**src/hsp_pkg.sv**
```systemverilog
// Constants and types for the host serial port: register map, fields, rates.
// Assumes a single system clock; every count derives from the module's clock rate.
package hsp_pkg;

    // ------------------------------------------------------------------
    // Timing
    // ------------------------------------------------------------------
    localparam int          HSP_CLK_HZ   = 200_000_000;
    localparam int          HSP_OVS      = 16;
    localparam logic [3:0]  HSP_PH_LAST  = 4'hf;
    localparam logic [3:0]  HSP_PH_MID   = 4'h7;
    localparam int          HSP_NRATES   = 12;
    localparam int unsigned HSP_RATES [HSP_NRATES] = '{75, 110, 150, 300, 600, 1200,
                                                       2000, 2400, 4800, 9600, 19200, 38400};
    localparam logic [3:0]  HSP_BAUD_DEF = 4'h5;
    localparam logic [3:0]  HSP_BAUD_MAX = 4'hb;

    // ------------------------------------------------------------------
    // Register map
    // ------------------------------------------------------------------
    localparam logic [3:0]  HSP_OFS_CTRL = 4'h0;
    localparam logic [3:0]  HSP_OFS_STAT = 4'h4;
    localparam logic [3:0]  HSP_OFS_TXD  = 4'h8;
    localparam logic [3:0]  HSP_OFS_RXD  = 4'hc;

    localparam int HSP_CTL_BAUD = 0;
    localparam int HSP_CTL_LEN8 = 4;
    localparam int HSP_CTL_PAR  = 5;
    localparam int HSP_CTL_HW   = 7;
    localparam int HSP_CTL_SW   = 8;

    localparam int HSP_ST_BUSY  = 0;
    localparam int HSP_ST_RXV   = 1;
    localparam int HSP_ST_XOFF  = 2;
    localparam int HSP_ST_PERR  = 3;
    localparam int HSP_ST_FERR  = 4;
    localparam int HSP_ST_OVR   = 5;
    localparam int HSP_ST_CTS   = 6;
    localparam int HSP_ST_DSR   = 7;
    localparam int HSP_ST_TXF   = 8;

    localparam logic [7:0]  HSP_XON      = 8'h11;
    localparam logic [7:0]  HSP_XOFF     = 8'h13;

    // ------------------------------------------------------------------
    // Types
    // ------------------------------------------------------------------
    typedef enum logic [1:0] {HSP_PAR_NONE, HSP_PAR_ODD, HSP_PAR_EVEN} hsp_par_e;
    typedef enum logic [1:0] {HSP_TX_IDLE, HSP_TX_START, HSP_TX_BITS} hsp_tx_e;
    typedef enum logic [1:0] {HSP_RX_IDLE, HSP_RX_START, HSP_RX_BITS} hsp_rx_e;

endpackage : hsp_pkg
```
**src/hsp_host_serial_port.sv**
```systemverilog
// Host serial port: full-duplex asynchronous port with AHB-Lite register access.
// Assumes one clock, synchronous reset, zero-wait AHB-Lite master, RS-232 pins
// already translated to logic levels (1 = marking / ON).
//
// Contract
// - Receive and transmit run together at one rate chosen from twelve, 1200 baud by default.
// - A frame holds 7 or 8 data bits (8 by default), optional odd or even parity (none by default), one stop bit.
// - RTS/CTS plus DSR/DTR handshaking is selectable, off by default, and when off the modem inputs never gate sending.
// - XON/XOFF flow control is selectable, off by default, and pauses sending after XOFF until XON.
// - Rate, parity, length and both handshake enables are writable by the setup menu and by host commands.
// - With battery backup present the settings in force before power loss survive instead of the defaults.
//
// Decided for this implementation: the register addresses and the AHB-Lite slave port.
`timescale 1ns/1ps
module hsp_host_serial_port
    import hsp_pkg::*;
#(
    parameter int CLK_HZ = HSP_CLK_HZ,
    parameter int DIV_W  = 18
) (
    input  wire logic        i_clk,
    input  wire logic        i_srst,
    input  wire logic        i_hsel,
    input  wire logic [31:0] i_haddr,
    input  wire logic [1:0]  i_htrans,
    input  wire logic        i_hwrite,
    input  wire logic [2:0]  i_hsize,
    input  wire logic        i_hready,
    input  wire logic [31:0] i_hwdata,
    output logic      [31:0] o_hrdata,
    output logic             o_hreadyout,
    output logic             o_hresp,
    input  wire logic        i_rxd,
    output logic             o_txd,
    input  wire logic        i_cts,
    input  wire logic        i_dsr,
    output logic             o_rts,
    output logic             o_dtr,
    input  wire logic        i_batt_ok
);

    // ------------------------------------------------------------------
    // State
    // ------------------------------------------------------------------
    typedef struct packed {
        logic [1:0]       rxd_s;
        logic [1:0]       cts_s;
        logic [1:0]       dsr_s;
        logic [1:0]       batt_s;
        logic [3:0]       baud;
        logic             len8;
        hsp_par_e         par;
        logic             hw_en;
        logic             sw_en;
        logic             ph_wr;
        logic [3:0]       ph_addr;
        logic [31:0]      rdata;
        logic [DIV_W-1:0] div_cnt;
        logic             tick;
        hsp_tx_e          tx_st;
        logic [3:0]       tx_ph;
        logic [3:0]       tx_n;
        logic [9:0]       tx_sh;
        logic             txd;
        logic             tx_full;
        logic [7:0]       tx_buf;
        hsp_rx_e          rx_st;
        logic [3:0]       rx_ph;
        logic [3:0]       rx_n;
        logic [9:0]       rx_sh;
        logic [7:0]       rx_data;
        logic             rx_valid;
        logic             par_err;
        logic             frm_err;
        logic             ovr;
        logic             xoff;
    } hsp_state_s;

    hsp_state_s s;
    hsp_state_s next_s;

    // ------------------------------------------------------------------
    // Rate table
    // ------------------------------------------------------------------
    function automatic logic [DIV_W-1:0] div_of(input int unsigned rate);
        return DIV_W'(CLK_HZ / (rate * HSP_OVS) - 1);
    endfunction : div_of

    logic [DIV_W-1:0] div_tab [HSP_NRATES];
    logic [DIV_W-1:0] div_lim;

    // Constant per entry, so no divider is built
    for (genvar gi = 0; gi < HSP_NRATES; gi++) begin : g_rate
        assign div_tab[gi] = div_of(HSP_RATES[gi]);
    end

    assign div_lim = div_tab[s.baud];

    // ------------------------------------------------------------------
    // Next state
    // ------------------------------------------------------------------
    logic       a_phase;
    logic       can_send;
    logic [3:0] nbits;
    logic [7:0] rx_word;
    logic [9:0] rx_full;
    logic       par_calc;

    always_comb begin
        next_s   = s;
        a_phase  = i_hsel & i_htrans[1] & i_hready;
        nbits    = 4'(7 + int'(s.len8) + int'(s.par != HSP_PAR_NONE) + 1);
        can_send = (!s.hw_en || (s.cts_s[1] && s.dsr_s[1])) && !(s.sw_en && s.xoff);
        rx_full  = s.rx_sh;
        rx_full[s.rx_n] = s.rxd_s[1];
        rx_word  = s.len8 ? rx_full[7:0] : {1'b0, rx_full[6:0]};
        par_calc = ^rx_word ^ (s.par == HSP_PAR_ODD);

        // Pin synchronisers
        next_s.rxd_s  = {s.rxd_s[0], i_rxd};
        next_s.cts_s  = {s.cts_s[0], i_cts};
        next_s.dsr_s  = {s.dsr_s[0], i_dsr};
        next_s.batt_s = {s.batt_s[0], i_batt_ok};

        // Oversampling tick, sixteen per bit
        if (s.div_cnt == div_lim) begin
            next_s.div_cnt = '0;
            next_s.tick    = 1'b1;
        end else begin
            next_s.div_cnt = s.div_cnt + 1'b1;
            next_s.tick    = 1'b0;
        end

        // Address phase: read data is latched here, zero wait states
        next_s.ph_wr   = a_phase & i_hwrite;
        next_s.ph_addr = i_haddr[3:0];
        if (a_phase && !i_hwrite) begin
            next_s.rdata = '0;
            unique case (i_haddr[3:0])
                HSP_OFS_CTRL: begin
                    next_s.rdata[HSP_CTL_BAUD +: 4] = s.baud;
                    next_s.rdata[HSP_CTL_LEN8]      = s.len8;
                    next_s.rdata[HSP_CTL_PAR +: 2]  = s.par;
                    next_s.rdata[HSP_CTL_HW]        = s.hw_en;
                    next_s.rdata[HSP_CTL_SW]        = s.sw_en;
                end
                HSP_OFS_STAT: begin
                    next_s.rdata[HSP_ST_BUSY] = (s.tx_st != HSP_TX_IDLE) || s.tx_full;
                    next_s.rdata[HSP_ST_RXV]  = s.rx_valid;
                    next_s.rdata[HSP_ST_XOFF] = s.xoff;
                    next_s.rdata[HSP_ST_PERR] = s.par_err;
                    next_s.rdata[HSP_ST_FERR] = s.frm_err;
                    next_s.rdata[HSP_ST_OVR]  = s.ovr;
                    next_s.rdata[HSP_ST_CTS]  = s.cts_s[1];
                    next_s.rdata[HSP_ST_DSR]  = s.dsr_s[1];
                    next_s.rdata[HSP_ST_TXF]  = s.tx_full;
                end
                HSP_OFS_RXD: begin
                    next_s.rdata[7:0] = s.rx_data;
                    next_s.rx_valid   = 1'b0;
                    next_s.par_err    = 1'b0;
                    next_s.frm_err    = 1'b0;
                    next_s.ovr        = 1'b0;
                end
                default: next_s.rdata = '0;
            endcase
        end

        // Data phase writes
        if (s.ph_wr) begin
            if (s.ph_addr == HSP_OFS_CTRL) begin
                if (i_hwdata[HSP_CTL_BAUD +: 4] <= HSP_BAUD_MAX) begin
                    next_s.baud    = i_hwdata[HSP_CTL_BAUD +: 4];
                    next_s.div_cnt = '0;
                end
                next_s.len8  = i_hwdata[HSP_CTL_LEN8];
                if (i_hwdata[HSP_CTL_PAR +: 2] != 2'h3) begin
                    next_s.par = hsp_par_e'(i_hwdata[HSP_CTL_PAR +: 2]);
                end
                next_s.hw_en = i_hwdata[HSP_CTL_HW];
                next_s.sw_en = i_hwdata[HSP_CTL_SW];
                if (!i_hwdata[HSP_CTL_SW]) begin
                    next_s.xoff = 1'b0;
                end
            end else if (s.ph_addr == HSP_OFS_TXD && !s.tx_full) begin
                next_s.tx_buf  = i_hwdata[7:0];
                next_s.tx_full = 1'b1;
            end
        end

        // Transmitter
        unique case (s.tx_st)
            HSP_TX_IDLE: begin
                next_s.txd = 1'b1;
                if (s.tx_full && can_send) begin
                    next_s.tx_full = 1'b0;
                    next_s.tx_st   = HSP_TX_START;
                    next_s.txd     = 1'b0;
                    next_s.tx_ph   = '0;
                    next_s.tx_n    = nbits;
                    next_s.tx_sh   = '1;
                    if (s.len8) begin
                        next_s.tx_sh[7:0] = s.tx_buf;
                    end else begin
                        next_s.tx_sh[6:0] = s.tx_buf[6:0];
                    end
                    if (s.par != HSP_PAR_NONE) begin
                        next_s.tx_sh[s.len8 ? 8 : 7] =
                            ^(s.len8 ? s.tx_buf : {1'b0, s.tx_buf[6:0]}) ^ (s.par == HSP_PAR_ODD);
                    end
                end
            end
            HSP_TX_START, HSP_TX_BITS: begin
                if (s.tick) begin
                    next_s.tx_ph = s.tx_ph + 1'b1;
                    if (s.tx_ph == HSP_PH_LAST) begin
                        if (s.tx_n == '0) begin
                            next_s.tx_st = HSP_TX_IDLE;
                        end else begin
                            next_s.tx_st = HSP_TX_BITS;
                            next_s.txd   = s.tx_sh[0];
                            next_s.tx_sh = {1'b1, s.tx_sh[9:1]};
                            next_s.tx_n  = s.tx_n - 1'b1;
                        end
                    end
                end
            end
        endcase

        // Receiver; a new frame's flags win over a same-cycle read clear
        unique case (s.rx_st)
            HSP_RX_IDLE: begin
                if (s.tick && !s.rxd_s[1]) begin
                    next_s.rx_st = HSP_RX_START;
                    next_s.rx_ph = '0;
                end
            end
            HSP_RX_START: begin
                if (s.tick) begin
                    next_s.rx_ph = s.rx_ph + 1'b1;
                    if (s.rx_ph == HSP_PH_MID) begin
                        // Glitch shorter than half a bit is dropped
                        next_s.rx_st = s.rxd_s[1] ? HSP_RX_IDLE : HSP_RX_BITS;
                        next_s.rx_ph = '0;
                        next_s.rx_n  = '0;
                    end
                end
            end
            HSP_RX_BITS: begin
                if (s.tick) begin
                    next_s.rx_ph = s.rx_ph + 1'b1;
                    if (s.rx_ph == HSP_PH_LAST) begin
                        next_s.rx_sh = rx_full;
                        next_s.rx_n  = s.rx_n + 1'b1;
                        if (s.rx_n == nbits - 1'b1) begin
                            next_s.rx_st = HSP_RX_IDLE;
                            if (s.sw_en && rx_word == HSP_XOFF) begin
                                next_s.xoff = 1'b1;
                            end else if (s.sw_en && rx_word == HSP_XON) begin
                                next_s.xoff = 1'b0;
                            end else if (s.rx_valid && next_s.rx_valid) begin
                                next_s.ovr = 1'b1;
                            end else begin
                                next_s.rx_data  = rx_word;
                                next_s.rx_valid = 1'b1;
                                next_s.frm_err  = next_s.frm_err | !s.rxd_s[1];
                                if (s.par != HSP_PAR_NONE && par_calc != rx_full[s.len8 ? 8 : 7]) begin
                                    next_s.par_err = 1'b1;
                                end
                            end
                        end
                    end
                end
            end
        endcase

        // Settings survive reset only while the backup supply is good
        if (i_srst) begin
            next_s = '0;
            next_s.rxd_s  = {s.rxd_s[0], i_rxd};
            next_s.cts_s  = {s.cts_s[0], i_cts};
            next_s.dsr_s  = {s.dsr_s[0], i_dsr};
            next_s.batt_s = {s.batt_s[0], i_batt_ok};
            next_s.txd    = 1'b1;
            if (s.batt_s[1]) begin
                next_s.baud  = s.baud;
                next_s.len8  = s.len8;
                next_s.par   = s.par;
                next_s.hw_en = s.hw_en;
                next_s.sw_en = s.sw_en;
            end else begin
                next_s.baud  = HSP_BAUD_DEF;
                next_s.len8  = 1'b1;
                next_s.par   = HSP_PAR_NONE;
                next_s.hw_en = 1'b0;
                next_s.sw_en = 1'b0;
            end
        end
    end

    always_ff @(posedge i_clk) begin
        s <= next_s;
    end

    // ------------------------------------------------------------------
    // Outputs
    // ------------------------------------------------------------------
    assign o_hrdata    = s.rdata;
    assign o_hreadyout = 1'b1;
    assign o_hresp     = 1'b0;
    assign o_txd       = s.txd;
    assign o_rts       = s.hw_en ? !s.rx_valid : 1'b1;
    assign o_dtr       = 1'b1;
endmodule : hsp_host_serial_port

```
**config.mk**
```make
export PLATFORM = sky130hd
export DESIGN_NAME = hsp_host_serial_port
export DESIGN_NICKNAME = d
export VERILOG_FILES = /design/src/hsp_pkg.sv /design/src/hsp_host_serial_port.sv
export SDC_FILE = /design/constraint.sdc
export NUM_CORES = 1
export LEC_CHECK = 0
export ABC_CLOCK_PERIOD_IN_PS = 6600
export BUFFER_PORTS_ARGS = -buffer_cell sky130_fd_sc_hd__buf_2
export CAP_MARGIN = 20
export CORE_UTILIZATION = 50
export CTS_BUF_LIST = sky130_fd_sc_hd__clkbuf_4 sky130_fd_sc_hd__clkbuf_8 sky130_fd_sc_hd__clkbuf_16
export CTS_CLUSTER_DIAMETER = 40
export CTS_CLUSTER_SIZE = 12
export DETAILED_ROUTE_END_ITERATION = 8
export PLACE_DENSITY = 0.78
export SLEW_MARGIN = 20
export SYNTH_ARGS = -nofsm -noshare
export SYNTH_HDL_FRONTEND = slang
export SYNTH_SLANG_ARGS = --single-unit
```
**constraint.sdc**
```tcl
create_clock -name i_clk -period 6.6 [get_ports i_clk]
set_clock_uncertainty 0.2 [all_clocks]
set_input_delay 0.33 -clock i_clk [delete_from_list [all_inputs] [get_ports i_clk]]
set_output_delay 0.33 -clock i_clk [all_outputs]
set_load 0.005 [all_outputs]
```
# Word level (Yosys, flattened, before mapping)
# Memories as Yosys holds them, arrays and structs flattened.
# Index checks and enable logic that the tools add are counted.
[word_totals]
memories = 1
input_bits = 78
elab_cells = 204
register_bits = 113
out_inout_bits = 37
rom_bits = 288
[mem_list]
columns = ["name", "depth", "word_bits", "rd", "rd_ports_with_merged_regs", "wr", "line", "text"]
rows = [
  ["(name not given)", 16, 18, 1, 0, 0, "hsp_host_serial_port.sv:97", "assign div_lim = div_tab[s.baud];"],
]
[classes]
n_eq_ne = 28
n_reduce_logical = 49
bitwise_logic = 11
n_lt_le_gt_ge = 6
mux = 69
add_sub_neg = 9
[op_table]
columns = ["cell", "n"]
rows = [
  ["128-bit 2-to-1 mux", 1],
  ["18-bit 2-to-1 mux", 5],
  ["9-bit 2-to-1 mux", 7],
  ["21-bit one-hot mux with 2 select lines", 1],
  ["33-bit 2-to-1 mux", 1],
  ["32-bit by 1-bit greater-or-equal comparator with 1-bit output (second input constant)", 1],
  ["10-bit 2-to-1 mux", 3],
  ["15-bit 2-to-1 mux", 2],
  ["27-bit 2-to-1 mux", 1],
  ["12-bit 2-to-1 mux", 2],
  ["2-bit inequality test (second input constant)", 12],
  ["8-bit one-hot mux with 3 select lines", 1],
  ["23-bit 2-to-1 mux", 1],
  ["22-bit 2-to-1 mux", 1],
  ["21-bit 2-to-1 mux", 1],
  ["10-bit bitwise mux", 2],
  ["19-bit 2-to-1 mux", 1],
  ["18-bit by 1-bit adder with 18-bit output (second input constant)", 1],
  ["18-bit == test", 1],
  ["6-bit one-hot mux with 3 select lines", 1],
  ["3-bit AND reduction", 6],
  ["4-bit by 1-bit adder with 4-bit output (second input constant)", 4],
  ["4-bit == test (second input constant)", 4],
  ["8-bit by 5-bit == test with 1-bit output (second input constant)", 2],
  ["42 further kinds", 110],
]

# Depth between registers and ports, before layout
# Gate-level depths: netlist (run 1).
[logic_depth]
word_depth = 19
ltp_mapped = 13
mapped_depth_nobuf = 12

# Least setup slack after synthesis (run 1)
# Ideal clock, no wire load.
[synth_path]
path_kind = "reg2reg"
from = "register s[124] (netlist name)"
to = "register s[64] (netlist name)"
n_path_buf = 3
slack_ns = 3.526
arrival_ns = 2.749
setup_time_ns = 0.125
stages_incl_launch_ff = 12
required_ns = 6.275
synth_period_minus_slack_ns = 3.074
path_cell_list = "edfxtp_1 -> buf_2 -> inv_1 -> ha_1 -> clkbuf_1 -> a21o_1 -> o22ai_2 -> xnor2_1 -> or4_4 -> o41ai_4 -> buf_6 -> nor2_1"
[synth_between]
elab_chain_len = 9
[synth_rtl]
columns = ["item", "line", "text"]
rows = [
  ["start, declared", "hsp_host_serial_port.sv:79", "hsp_state_s s;"],
  ["start signal, assigned", "hsp_host_serial_port.sv:302", "s <= next_s;"],
  ["4-bit NOT with 5-bit output (implied by the code) (*)", "hsp_host_serial_port.sv:97", ""],
  ["memory 16 x 18 bit (*)", "n/a", ""],
  ["18-bit 2-to-1 mux (implied by the code) (*) (2 in series)", "hsp_host_serial_port.sv:97", ""],
  ["18-bit == test (*)", "hsp_host_serial_port.sv:126", "if (s.div_cnt == div_lim) begin"],
  ["19-bit 2-to-1 mux (*)", "hsp_host_serial_port.sv:126", ""],
  ["18-bit 2-to-1 mux", "hsp_host_serial_port.sv:172", "if (i_hwdata[HSP_CTL_BAUD +: 4] <= HSP_BAUD_MAX) begin"],
  ["18-bit 2-to-1 mux", "hsp_host_serial_port.sv:171", "if (s.ph_addr == HSP_OFS_CTRL) begin"],
  ["18-bit 2-to-1 mux (*)", "hsp_host_serial_port.sv:170", "if (s.ph_wr) begin"],
]
# Mark *: on every way between the ends. The rest lies on a longest branch, timed or not. The select of a mux whose other input is x is not followed.
# A chain may end at the register's enable or synchronous reset.

# Final worst setup path (run 1)
[layout_path]
from = "register s[124] (netlist name)"
to = "register s[76] (netlist name)"
# The elaborated chain is that of the path after synthesis.

==> results of run 1 <==
worst max-delay path by stage:
stage	end	from	cells past startpoint	slack (ns)
2_1_floorplan	s[64]$_SDFF_PP0_	s[124]$_SDFFCE_PP1P_	11	3.53
3_3_place_gp	s[81]$_SDFF_PP0_	s[124]$_SDFFCE_PP1P_	8	3.14
3_5_place_dp	s[76]$_SDFF_PP0_	s[124]$_SDFFCE_PP1P_	8	3.02
4_1_cts	s[76]$_SDFF_PP0_	s[124]$_SDFFCE_PP1P_	8	2.98
5_1_grt	s[80]$_SDFF_PP0_	s[124]$_SDFFCE_PP1P_	8	2.74
6_report	s[76]$_SDFF_PP0_	s[124]$_SDFFCE_PP1P_	8	3.00
per-layer routing:
layer / up-vias / part of all wire, %
met1: 2249 / 45
met2: 110 / 49
met4: 0 / 1.5
li1: 2394 / -
met5: - / 0
met3: 20 / 4.5
tightest hold or removal path, stage by stage:
cell and delay (ns):
sky130_fd_sc_hd__buf_2 0.09, sky130_fd_sc_hd__mux2i_1 0.05, sky130_fd_sc_hd__nor2_1 0.07
sequential cells by signal (all words and copies together) (netlist names):
signal / count
o_hrdata: 9
s: 102
o_txd: 1
cell families (layout without fill, tap and decap cells):
| logic type | count (synthesis) | in the layout | synth area share (%) |
|---|---|---|---|
| other | 2 | 26 | 0.122 |
| and+or+nand+nor | 255 | 255 | 20.2 |
| AOI/OAI and AO/OA | 136 | 136 | 14.9 |
| adders and majority gates | 28 | 28 | 5.71 |
| xor gates and xnor gates | 42 | 42 | 6.22 |
| muxes | 38 | 38 | 6.36 |
| buffers and inverters | 97 | 80 | 8.44 |
| DFF | 112 | 112 | 38.0 |
through the flow:
stage                     power, mW  hold slack [ns]
after CTS                      1.38          0.00834
after floorplan               0.799            0.110
after global routing           1.42           0.0245
final                          1.36           0.0158
after detailed placement      0.810            0.116
after global placement        0.806            0.113
power by group through the flow:
stage                     combinational [mW]  clock (mW)  sequential (mW)
final                                 0.0896       0.562            0.707
after global routing                   0.101       0.607            0.709
after global placement                0.0836           0            0.723
after floorplan                       0.0838           0            0.715
after detailed placement              0.0871           0            0.723
after CTS                             0.0894       0.581            0.707
synth_stat cells, types with 4 or more instances:
library cell | instances | area share, %
sky130_fd_sc_hd__a21oi_1 | 39 | 3.2
sky130_fd_sc_hd__inv_1 | 25 | 1.5
sky130_fd_sc_hd__clkbuf_1 | 28 | 1.7
sky130_fd_sc_hd__nor4b_1 | 4 | 0.57
sky130_fd_sc_hd__and2_1 | 4 | 0.41
sky130_fd_sc_hd__nand2_1 | 44 | 2.7
sky130_fd_sc_hd__nor3b_1 | 6 | 0.73
sky130_fd_sc_hd__nand2b_1 | 14 | 1.4
sky130_fd_sc_hd__xnor2_1 | 23 | 3.3
sky130_fd_sc_hd__dfxtp_1 | 103 | 34
sky130_fd_sc_hd__nor2b_1 | 16 | 1.6
sky130_fd_sc_hd__buf_4 | 38 | 4.6
sky130_fd_sc_hd__nor2_1 | 102 | 6.2
sky130_fd_sc_hd__nand4_1 | 12 | 1.2
sky130_fd_sc_hd__a22oi_1 | 18 | 2.2
sky130_fd_sc_hd__ha_1 | 28 | 5.7
sky130_fd_sc_hd__a211oi_1 | 24 | 2.9
sky130_fd_sc_hd__mux2i_1 | 30 | 4.9
sky130_fd_sc_hd__a31oi_1 | 6 | 0.61
sky130_fd_sc_hd__xor2_1 | 18 | 2.6
sky130_fd_sc_hd__mux2_2 | 8 | 1.5
sky130_fd_sc_hd__a21o_1 | 6 | 0.73
sky130_fd_sc_hd__nand3_1 | 14 | 1.1
sky130_fd_sc_hd__nor3_1 | 13 | 1.1
sky130_fd_sc_hd__nand3b_1 | 4 | 0.49
sky130_fd_sc_hd__or2_2 | 9 | 0.92
sky130_fd_sc_hd__edfxtp_1 | 9 | 4.4
sky130_fd_sc_hd__and3_1 | 4 | 0.41
sky130_fd_sc_hd__o21ai_0 | 19 | 1.5
final cells by class:
cell class              instances  share of cell area (%)
multi-input cells             525                    51.9
flip-flops and latches        112                    35.8
clock buffers                   9                    3.45
repair buffers                 38                    3.26
well taps                     147                    2.82
inverters                      26                    1.50
clock inverters                 7                    1.29
==> results list, run 1 <==
* Clock power share: between 40% and 50%
- The multi-input combinational cells in the finished layout cover a total of 0.00339 sq mm.
- Required time of the critical path: around 6.6 ns
- The worst register-to-register path begins at s[124]$_SDFFCE_PP1P_.
* Slowest Stage Delay on Critical Path: 0.88 ns
* Wire length of the first global-routing pass: between 20000 and 25000 um
- #FFs+latches synth: between 100 and 150
* Design internal power: ~1.0 mW
- The number of global-route vias before repair came to approximately 4500.
- Initial DRT Pass Iterations: 5
* Standard cell area after detailed placement: 0.00617 sq mm
- Clock insertion delay at the later pin of the skew report: roughly 0.36 ns
- Fraction of registers with async set/reset: 0%
- Area added between synthesis and finish: 6.30%
- Clock-pin slew on the worst setup and hold paths: 0.08 ns
- The worst hold path begins at i_hwdata[0].
- Die outline height: 113 um
- Crit path max-delay cell type: sky130_fd_sc_hd__o41ai_4
- For hold timing, the worst endpoint is s[33]$_SDFFE_PP0P_.
- Buffers placed on the I/O ports in this run total 33.
* Reg-to-reg setup timing slack: ~3 ns
* Max Freq: between 0.2 and 0.3 GHz
- For the pin with the worst max-slew slack, the measured transition is 0.948 ns.
* Io pins: about 120
- Cell type group with the largest total delay on the critical path: compound AO/OA/AOI/OAI gates
* Post_cts resized: 0
- Walking the worst path, the cells encountered are inv_1, ha_1, a21o_1, o22ai_2, xnor2_1, or4_4, o41ai_4, nor2_1.
- After routing the design area is about 0.0065 sq mm.
- In the finished design, the share of the clock period the worst path needs comes to a little over half.
- In the final design database the tool counted about 820 nets.
* Power density over cell area: 208 mW/mm^2
* Rel. slew slack: between 30% and 40%
- Count of flip-flops with a built-in enable after synthesis: 9
- Slack of the critical path: 3.00 ns
* Pin count of the biggest net entering global routing: 92
- Initial antenna violation count: 0
- Fraction of layout instances using a drive strength above 1: roughly a tenth
- Leaving out fill and tap cells, the most frequent cell in the layout is sky130_fd_sc_hd__dfxtp_1.
- The critical path in this run is classified as flip-flop to flip-flop.
- Global Route met2 Usage: between 30% and 40%
* Total inserted antenna cells: 0
* Global routing met3 resource utilization: 4.77%
- Vias: 4773
* Count of unique library cells instantiated by Yosys: between 50 and 60
- Result of the run: complete, no violations
- The number of clock buffers added by TritonCTS is 9.
* Clock tree from TritonCTS: done
* Synth Flop Type: sky130_fd_sc_hd__dfxtp_1
- Placement Setup Slack: around 3.0 ns
- Post CTS Setup Buffer Count: 0
- Total length of routed wires: 12200 um
- Clock root buffer: sky130_fd_sc_hd__clkbuf_16
* Overall fraction of global-route tracks in use: 20.1%
- Routability-driven placement finished with a final weighted congestion of 0.865.
* Fin Setup TNS: 0 ns
* Peak ir drop on the vdd network: 0.133 mV
- Max-slew violation count: 0
- The H-tree was split into 3 levels.
- Crit Reg-Reg Endpoint: s[76]$_SDFF_PP0_
- Static Leak: around 2.6 nW
- The analysis attributes to net switching a power of between 0.3 and 0.4 mW.
- Avg Cell Area, Syn: ~8.6 sq um
- Mean number of vias per cell: 5.52
* Cell Count Post-Placement: ~840
- In this run the worst path has a maximum fanout of 18.
- CORE AREA: between 0.01 and 0.015 sq mm
* Switching share of power: between 20% and 30%
- Sequential share of the synthesized area: about two fifths
* Combinational cell fraction of total power: under 10%
* Num Clock Sinks: 112
- The initial utilization of the core area, before any placement, comes to 51.1%.
* Count of max-cap constraint violations: 0
* Remaining global-route overflow: 0
* Worst hold stages: 3
- Sequential fraction of design power: a little over half
- Across the whole layout, storage elements account for 0.00233 sq mm.
- In this run the core area contains 40 standard-cell rows.
- Filler instances: between 1000 and 1500
- In this run the horizontal extent of the chip is ~110 um.
- The global routing stage identified its most utilized layer as met2.
- Final instance count without filler cells: approximately 860
- Die ar.: around 0.013 sq mm
* Synthesized netlist cell count: 710
* Final HPWL DP: roughly 8800 um
- DRC violation count after routing: 0
- Setup repair after global routing missed its margin: no
* Data arrival time of the critical path: around 3.6 ns
- Violation count after the first detailed-route iteration: between 300 and 400
- Utilization after layout: around 54%
- The worst setup path is launched from a flip-flop.
* Post-DR wirelength/cell: 14.1 um
- Yosys warning total: 0
- Hold Vio Cnt, Final: 0
- Leaving out fill and tap cells, the most frequent cells in the layout are 103 x sky130_fd_sc_hd__dfxtp_1, 102 x sky130_fd_sc_hd__nor2_1, 44 x sky130_fd_sc_hd__nand2_1.
* Count of endpoints failing setup in the final report: 0
* Hold buffer count at CTS: 4
* Clock period minus worst slack: around 3.6 ns
- Met1 Usage GRT: 25.1%
- Sort of element at the end of the critical path: flip-flop
- Number of nets with antenna violations after routing: 0
* Worst Reg-to-Reg Cells: 8
- In this run the cell area of the synthesized design comes to 0.00614 sq mm.
* Combined buffer and inverter count along the critical path: 1
- Path category of the worst min-delay check: input port to flip-flop
- The longest clock path from root to sink contains 2 buffers.
(Power assumes the default switching activity.)
==> run 2, diff against run 1 <==
ABC_CLOCK_PERIOD_IN_PS = 3050   (was 6600)
PLACE_DENSITY = 0.81   (was 0.78)
clock period = 3.05 ns   (was 6.6 ns; I/O delays follow)
==> results list, run 2 (synthesis gave the netlist of run 1 again) <==
* Result of the run: complete, no violations
* Filler instances: roughly 1100
- Dividing the detail-routed via count by the number of cells gives approximately 5.4.
- The worst hold path belongs to the class input port to flip-flop.
- Cell Rows: 40
- Flip-flop count of the largest register, all copies and words added: 102
- Based on the critical path, the design can be clocked at up to between 0.3 and 0.4 GHz.
- The final route contains about 5000 vias.
- Gpl congestion: 0.890
* Remaining global-route overflow: 0
- Clock-pin slew was measured on the worst setup and hold paths at ~0.07 ns.
* Die outline height: 113 um
* Power density over cell area: roughly 440 mW/mm^2
* Count of endpoints failing setup in the final report: 0
- Number of buffer cells added on primary ports: 33
- Dividing the detail-routed wire length by the instance count gives between 10 and 15 um.
- After the first detailed-routing iteration, the DRC count stood at about 300.
* Cell Count Post-Placement: slightly below 900
- Sort of element at the end of the critical path: flip-flop
- The longest clock path from root to sink contains 2 buffers.
- In this run the number of H-tree levels came out at 3.
- Final Instance Area: between 0.006 and 0.007 sq mm
- Area added between synthesis and finish: 12.2%
- Wire length of the first global-routing pass: 20700 um
- Initial antenna violation count: 0
- Total length of routed wires: between 10000 and 15000 um
- At the pin with the least slew margin, the transition time is around 0.62 ns.
- DRC violation count after routing: 0
- Before CTS, the worst setup slack after placement is 0.129 ns.
* Clock tree from TritonCTS: done
* Total design power: around 3.0 mW
* Number of global-route vias before repair: ~4500
- The floorplan step defined a die boundary enclosing approximately 0.013 sq mm.
* Startpoint types: flip-flop
- Peak ir drop on the vdd network: ~0.28 mV
- The final layout contains between 800 and 900 nets.
* Clock insertion delay at the later pin of the skew report: between 0.3 and 0.4 ns
- Hold is met by around 0.035 ns.
- Initial DRT Pass Iterations: 4
- The worst pin sits at a relative slew slack of between 50 and 60%.
- The repair_antennas step left the layout with diodes totalling 0.
* Standard cell area after detailed placement: between 0.006 and 0.007 sq mm
- Clock tree synthesis inserted a total of 9 buffers.
- Count of max-cap constraint violations: 0
- Leaving out fill and tap cells, the most frequent cell in the layout is sky130_fd_sc_hd__nor2_1.
* Hold Vio Cnt, Final: 0
- For this configuration, the core starts out at a cell density of between 50% and 60%.
- The worst setup path is of the flip-flop to flip-flop kind.
- For the final routed database, the setup TNS stands at 0 ns.
* Highest-count cells in the layout ignoring fill and taps: 102 x sky130_fd_sc_hd__nor2_1, 101 x sky130_fd_sc_hd__dfxtp_1, 44 x sky130_fd_sc_hd__nand2_1
* Final instance count without filler cells: roughly 900
- Final HPWL DP: about 9000 um
- Along the worst path, the maximum fanout reaches 18.
- The count of final max-slew check failures was 0.
- The clock drives roughly 110 sinks.
* Largest Register: s
- Data arrival time of the critical path: 2.90 ns
* Utilization after layout: 57.3%
* Number of nets with antenna violations after routing: 0
* Io pins: between 100 and 150
* Setup repair after global routing missed its margin: no
* Final critical-path share of the clock period: between 90% and 100%
- At the worst endpoint, the required time is just over 3 ns.
- Of the cells placed in the final design, the portion with a size suffix greater than 1 is between 10 and 15%.
- Chip Width: approximately 110 um
- Pin count of the biggest net entering global routing: 50
- Global routing used 20.5% of the available tracks across all layers.
* CORE AREA: 0.0120 sq mm
- For the finished layout, the period the worst path requires is about 2.9 ns.
- The tree is rooted in a sky130_fd_sc_hd__clkbuf_16.
- The analysis attributes to cell leakage a power of between 2 and 3 nW.
* Slack of the critical path: 0.192 ns
-- run 2: cell types whose count changed in the layout (fill, tap and decap cells not counted), moves of 2 or more --
cell	delta
sky130_fd_sc_hd__buf_4	+25
sky130_fd_sc_hd__clkbuf_8	+4
sky130_fd_sc_hd__dfxtp_1	-2
sky130_fd_sc_hd__dfxtp_2	+2
sky130_fd_sc_hd__dlygate4sd3_1	+15
sky130_fd_sc_hd__inv_6	-3
-- run 2: final timing paths --
check,start,to,slack [ns],cells past startpoint
max,s[124]$_SDFFCE_PP1P_,s[70]$_SDFF_PP0_,0.19,9
max reg2reg,s[124]$_SDFFCE_PP1P_,s[70]$_SDFF_PP0_,0.19,9
min reg2reg,s[134]$_DFF_P_,s[135]$_DFF_P_,0.13,0
min,i_haddr[3],s[117]$_SDFF_PP0_,0.04,3
-- run 2: layout make-up --
cell class | instances | area, sq um | area share, %
Sequential cell | 112 | 2330 | 33.9
Clock inverter | 2 | 35.0 | 0.509
Multi-Input combinational cell | 525 | 3390 | 49.3
Tap cell | 147 | 184 | 2.67
Inverter | 26 | 97.6 | 1.42
Timing Repair Buffer | 78 | 551 | 8.00
Clock buffer | 14 | 288 | 4.18
-- run 2: critical path: stages, from the launching register on --
cell                       delay (ns)
sky130_fd_sc_hd__edfxtp_1        0.46
sky130_fd_sc_hd__inv_1           0.19
sky130_fd_sc_hd__ha_2            0.32
sky130_fd_sc_hd__and2_1          0.18
sky130_fd_sc_hd__o31ai_1         0.32
sky130_fd_sc_hd__xor2_1          0.18
sky130_fd_sc_hd__nand4_1         0.19
sky130_fd_sc_hd__o41ai_4         0.38
sky130_fd_sc_hd__buf_4           0.26
sky130_fd_sc_hd__nor2_1          0.07
-- run 2: repair_timing --
item                                    CTS  global route
gates resized for setup                   0             5
setup buffers                             0             0
hold buffers                             19             0
hold endpoints to repair                 25             0
endpoints found under the setup margin    0            25
-- run 2: per-layer routing --
layer  up-vias  GRT usage (%)  part of all wire (%)
li1       2480              -                     -
met1      2293           25.6                    48
met2       105           34.3                    46
met3        17           5.89                   4.5
met4         0           6.49                   1.7
met5         -              0                     0
-- run 2: power breakdown --
group	switching, mW	internal, mW
registers	0.0216	1.50
logic	0.128	0.101
clock network	0.524	0.735
==> run 3, diff against run 2 <==
ABC_CLOCK_PERIOD_IN_PS = 3300   (was 3050)
CAP_MARGIN = unset   (was 20)
PLACE_DENSITY = 0.72   (was 0.81)
clock period = 3.3 ns   (was 3.05 ns; I/O delays follow)
==> results list, run 3 (synthesis gave the netlist of run 1 again) <==
* Result of the run: complete, no violations
- Initial antenna violation count: 0
- Highest-count cells in the layout ignoring fill and taps: 103 x sky130_fd_sc_hd__dfxtp_1, 102 x sky130_fd_sc_hd__nor2_1, 44 x sky130_fd_sc_hd__nand2_1
- Relative to the synthesized area, the layout overhead comes to 10.8%.
- Counting both buffers and inverters, the worst setup path holds a total of 2.
* Number of nets with antenna violations after routing: 0
* Die ar.: roughly 0.013 sq mm
- Combinational cell fraction of total power: around 7.8%
- The worst register-to-register path has a setup slack of 0.38 ns.
- Pin count of the biggest net entering global routing: 85
- Data arrival time of the critical path: between 2 and 3 ns
- Min-Delay Endpoint: s[117]$_SDFF_PP0_
- The tool flagged a number of max-cap violations equal to 0.
- CP cell instances: buf_4, ha_1, nand2b_1, a32oi_1, a31oi_1, or4_4, o41ai_4, buf_4, nor2_1
- The total area inside the core boundary comes to between 0.01 and 0.015 sq mm.
* Final HPWL DP: between 9000 and 10000 um
* Remaining global-route overflow: 0
- Num Clock Sinks: between 100 and 150
* Power density over cell area: about 400 mW/mm^2
- Global routing used 21.3% of the available tracks across all layers.
* Starting Density: 51.1%
* Cell Rows: 40
* Clock period minus worst slack: between 2 and 3 ns
* Clock tree from TritonCTS: done
* Number of buffers on the longest clock path: 2
- Final critical-path share of the clock period: 88.6%
* Startpoint types: flip-flop
* Flip-flop count of the largest register, all copies and words added: 102
* Wire length of the first global-routing pass: 21800 um
* Sort of element at the end of the critical path: flip-flop
- Fraction of layout instances using a drive strength above 1: ~12%
- Setup repair after global routing missed its margin: no
- Measured along the x axis, the die boundary spans 113 um.
* Max Freq: ~0.34 GHz
- ~120 I/O pins were placed.
* Total design power: approximately 2.7 mW
* Count of endpoints failing setup in the final report: 0
* Slowest Stage Delay on Critical Path: just under 0.6 ns
* Required time of the critical path: ~3.3 ns
* Actual transition at the worst max-transition pin: between 0.8 and 0.9 ns
- Dividing the detail-routed wire length by the instance count gives 14.3 um.
* Design internal power: approximately 2.1 mW
- Hold Vio Cnt, Final: 0
* Clock power share: between 40% and 50%
* Reg-to-reg critical path startpoint: s[124]$_SDFFCE_PP1P_
* Clock-pin slew on the worst setup and hold paths: about 0.07 ns
- In the routed layout, each cell is associated on average with a via count of around 5.4.
* Switching share of power: between 20% and 30%
- Number of nets in the final layout: 852
- At the end of routability-driven placement, the weighted congestion stood at between 0.8 and 0.9.
- From bottom edge to top edge, the die measures 113 um.
- The root buffer cell chosen for the clock tree is sky130_fd_sc_hd__clkbuf_16.
* Most used cell, CP: sky130_fd_sc_hd__buf_4
- Critical setup path kind: flip-flop to flip-flop
* Peak ir drop on the vdd network: 0.257 mV
* Number of global-route vias before repair: between 4000 and 5000
* Rel. slew slack: between 40% and 50%
- Setup total negative slack on the finished layout was measured at 0 ns.
- Vias: 4842
- For this block, the routed nets add up to about 13000 um of wire.
* Most common cell after layout, fill and taps aside: sky130_fd_sc_hd__dfxtp_1
* Initial DRT Pass Iterations: 4
- Cell type group with the largest total delay on the critical path: simple AND/OR/NAND/NOR gates
- For this design the total switching power over the nets is just over 0.6 mW.
- In this run the critical register-to-register path is captured at s[74]$_SDFF_PP0_.
- Total inserted antenna cells: 0
- After clock tree synthesis, the repair step resized 0 gates.
* Violation count after the first detailed-route iteration: approximately 300
- Ranked by flip-flop count, first place goes to s.
- On the critical path, the stage with the largest delay is an instance of sky130_fd_sc_hd__or4_4.
- Number of buffer cells added on primary ports: 33
- The startpoint identified for the worst hold timing path is i_haddr[3].
- Sequential fraction of design power: 52.0%
- CP Max Fanout: 18
* Worst hold stages: 3
- DRC violation count after routing: 0
- Measured in cells, the most critical reg-to-reg path has a length of 9.
- The clock tree synthesis step divided the H-tree into 3 levels.
* Path category of the worst min-delay check: input port to flip-flop
* Num CTS Buffers: 9
- At the later pin of the worst-skew pair, clock insertion delay measures about 0.36 ns.
- Max-slew violation count: 0
- Static Leak: between 2 and 3 nW
run 3: cell count changes in the layout (fill, tap and decap cells not counted), moves of 2 or more:
| cell | before | now |
|---|---|---|
| sky130_fd_sc_hd__dfxtp_1 | 101 | 103 |
| sky130_fd_sc_hd__clkbuf_8 | 4 | 1 |
| sky130_fd_sc_hd__dfxtp_2 | 2 | 0 |
| sky130_fd_sc_hd__clkinvlp_4 | 0 | 2 |
| sky130_fd_sc_hd__buf_4 | 26 | 19 |
run 3: how the worst max path moves through the flow:
stage	start	endpoint	depth (start not counted)
5_1_grt	s[23]$_SDFFE_PP0P_	s[11]$_SDFFE_PP0P_	13
3_5_place_dp	s[124]$_SDFFCE_PP1P_	s[74]$_SDFF_PP0_	9
6_report	s[124]$_SDFFCE_PP1P_	s[74]$_SDFF_PP0_	9
4_1_cts	s[124]$_SDFFCE_PP1P_	s[74]$_SDFF_PP0_	9
3_3_place_gp	s[124]$_SDFFCE_PP1P_	s[81]$_SDFF_PP0_	9
2_1_floorplan	s[124]$_SDFFCE_PP1P_	s[64]$_SDFF_PP0_	11
run 3: what timing repair did:
item | 4_1_cts | 5_1_grt
setup endpoints to repair | 0 | 0
setup buffers | 0 | 0
hold endpoints to repair | 25 | 0
hold buffers | 20 | 0
run 3: final cells by class:
cell class,count,area [sq um]
fill,1081,5210
multi-input combinational,525,3380
sequential,112,2330
clock buffer,10,239
tap,147,184
inverter,26,97.6
timing repair buffer,72,508
clock inverter,6,58.8
run 3: layer usage:
metal / track usage (%) / routed length [um] / share of wire [%]
met5: 0 / 0 / 0
met4: 8.44 / 291 / 2.3
met2: 36.3 / 6250 / 49
met3: 4.07 / 411 / 3.2
met1: 26.5 / 5900 / 46
run 3: through the flow:
stage	util [%]	worst slack (ns)	cells	area [sq um]	hold slack, ns
after floorplan	-	0.226	734	6230	-0.00728
after CTS	56.6	0.393	898	6800	0.0267
after detailed placement	52.5	0.414	862	6300	0.0686
final	56.6	0.376	898	6800	0.0388
after global routing	56.6	0.107	898	6800	0.0552
after global placement	52.5	0.463	862	6300	0.0682
run 3: power by group through the flow:
stage          clock, mW  combinational, mW  sequential, mW
2_1_floorplan          0              0.168            1.43
3_3_place_gp           0              0.184            1.44
3_5_place_dp           0              0.191            1.44
4_1_cts             1.11              0.209            1.41
5_1_grt             1.17              0.234            1.41
6_report            1.09              0.210            1.41
run 3: worst min-delay path, cell delays in order:
cell	delay, ns
sky130_fd_sc_hd__buf_2	0.18
sky130_fd_sc_hd__inv_1	0.14
sky130_fd_sc_hd__nor2_1	0.06
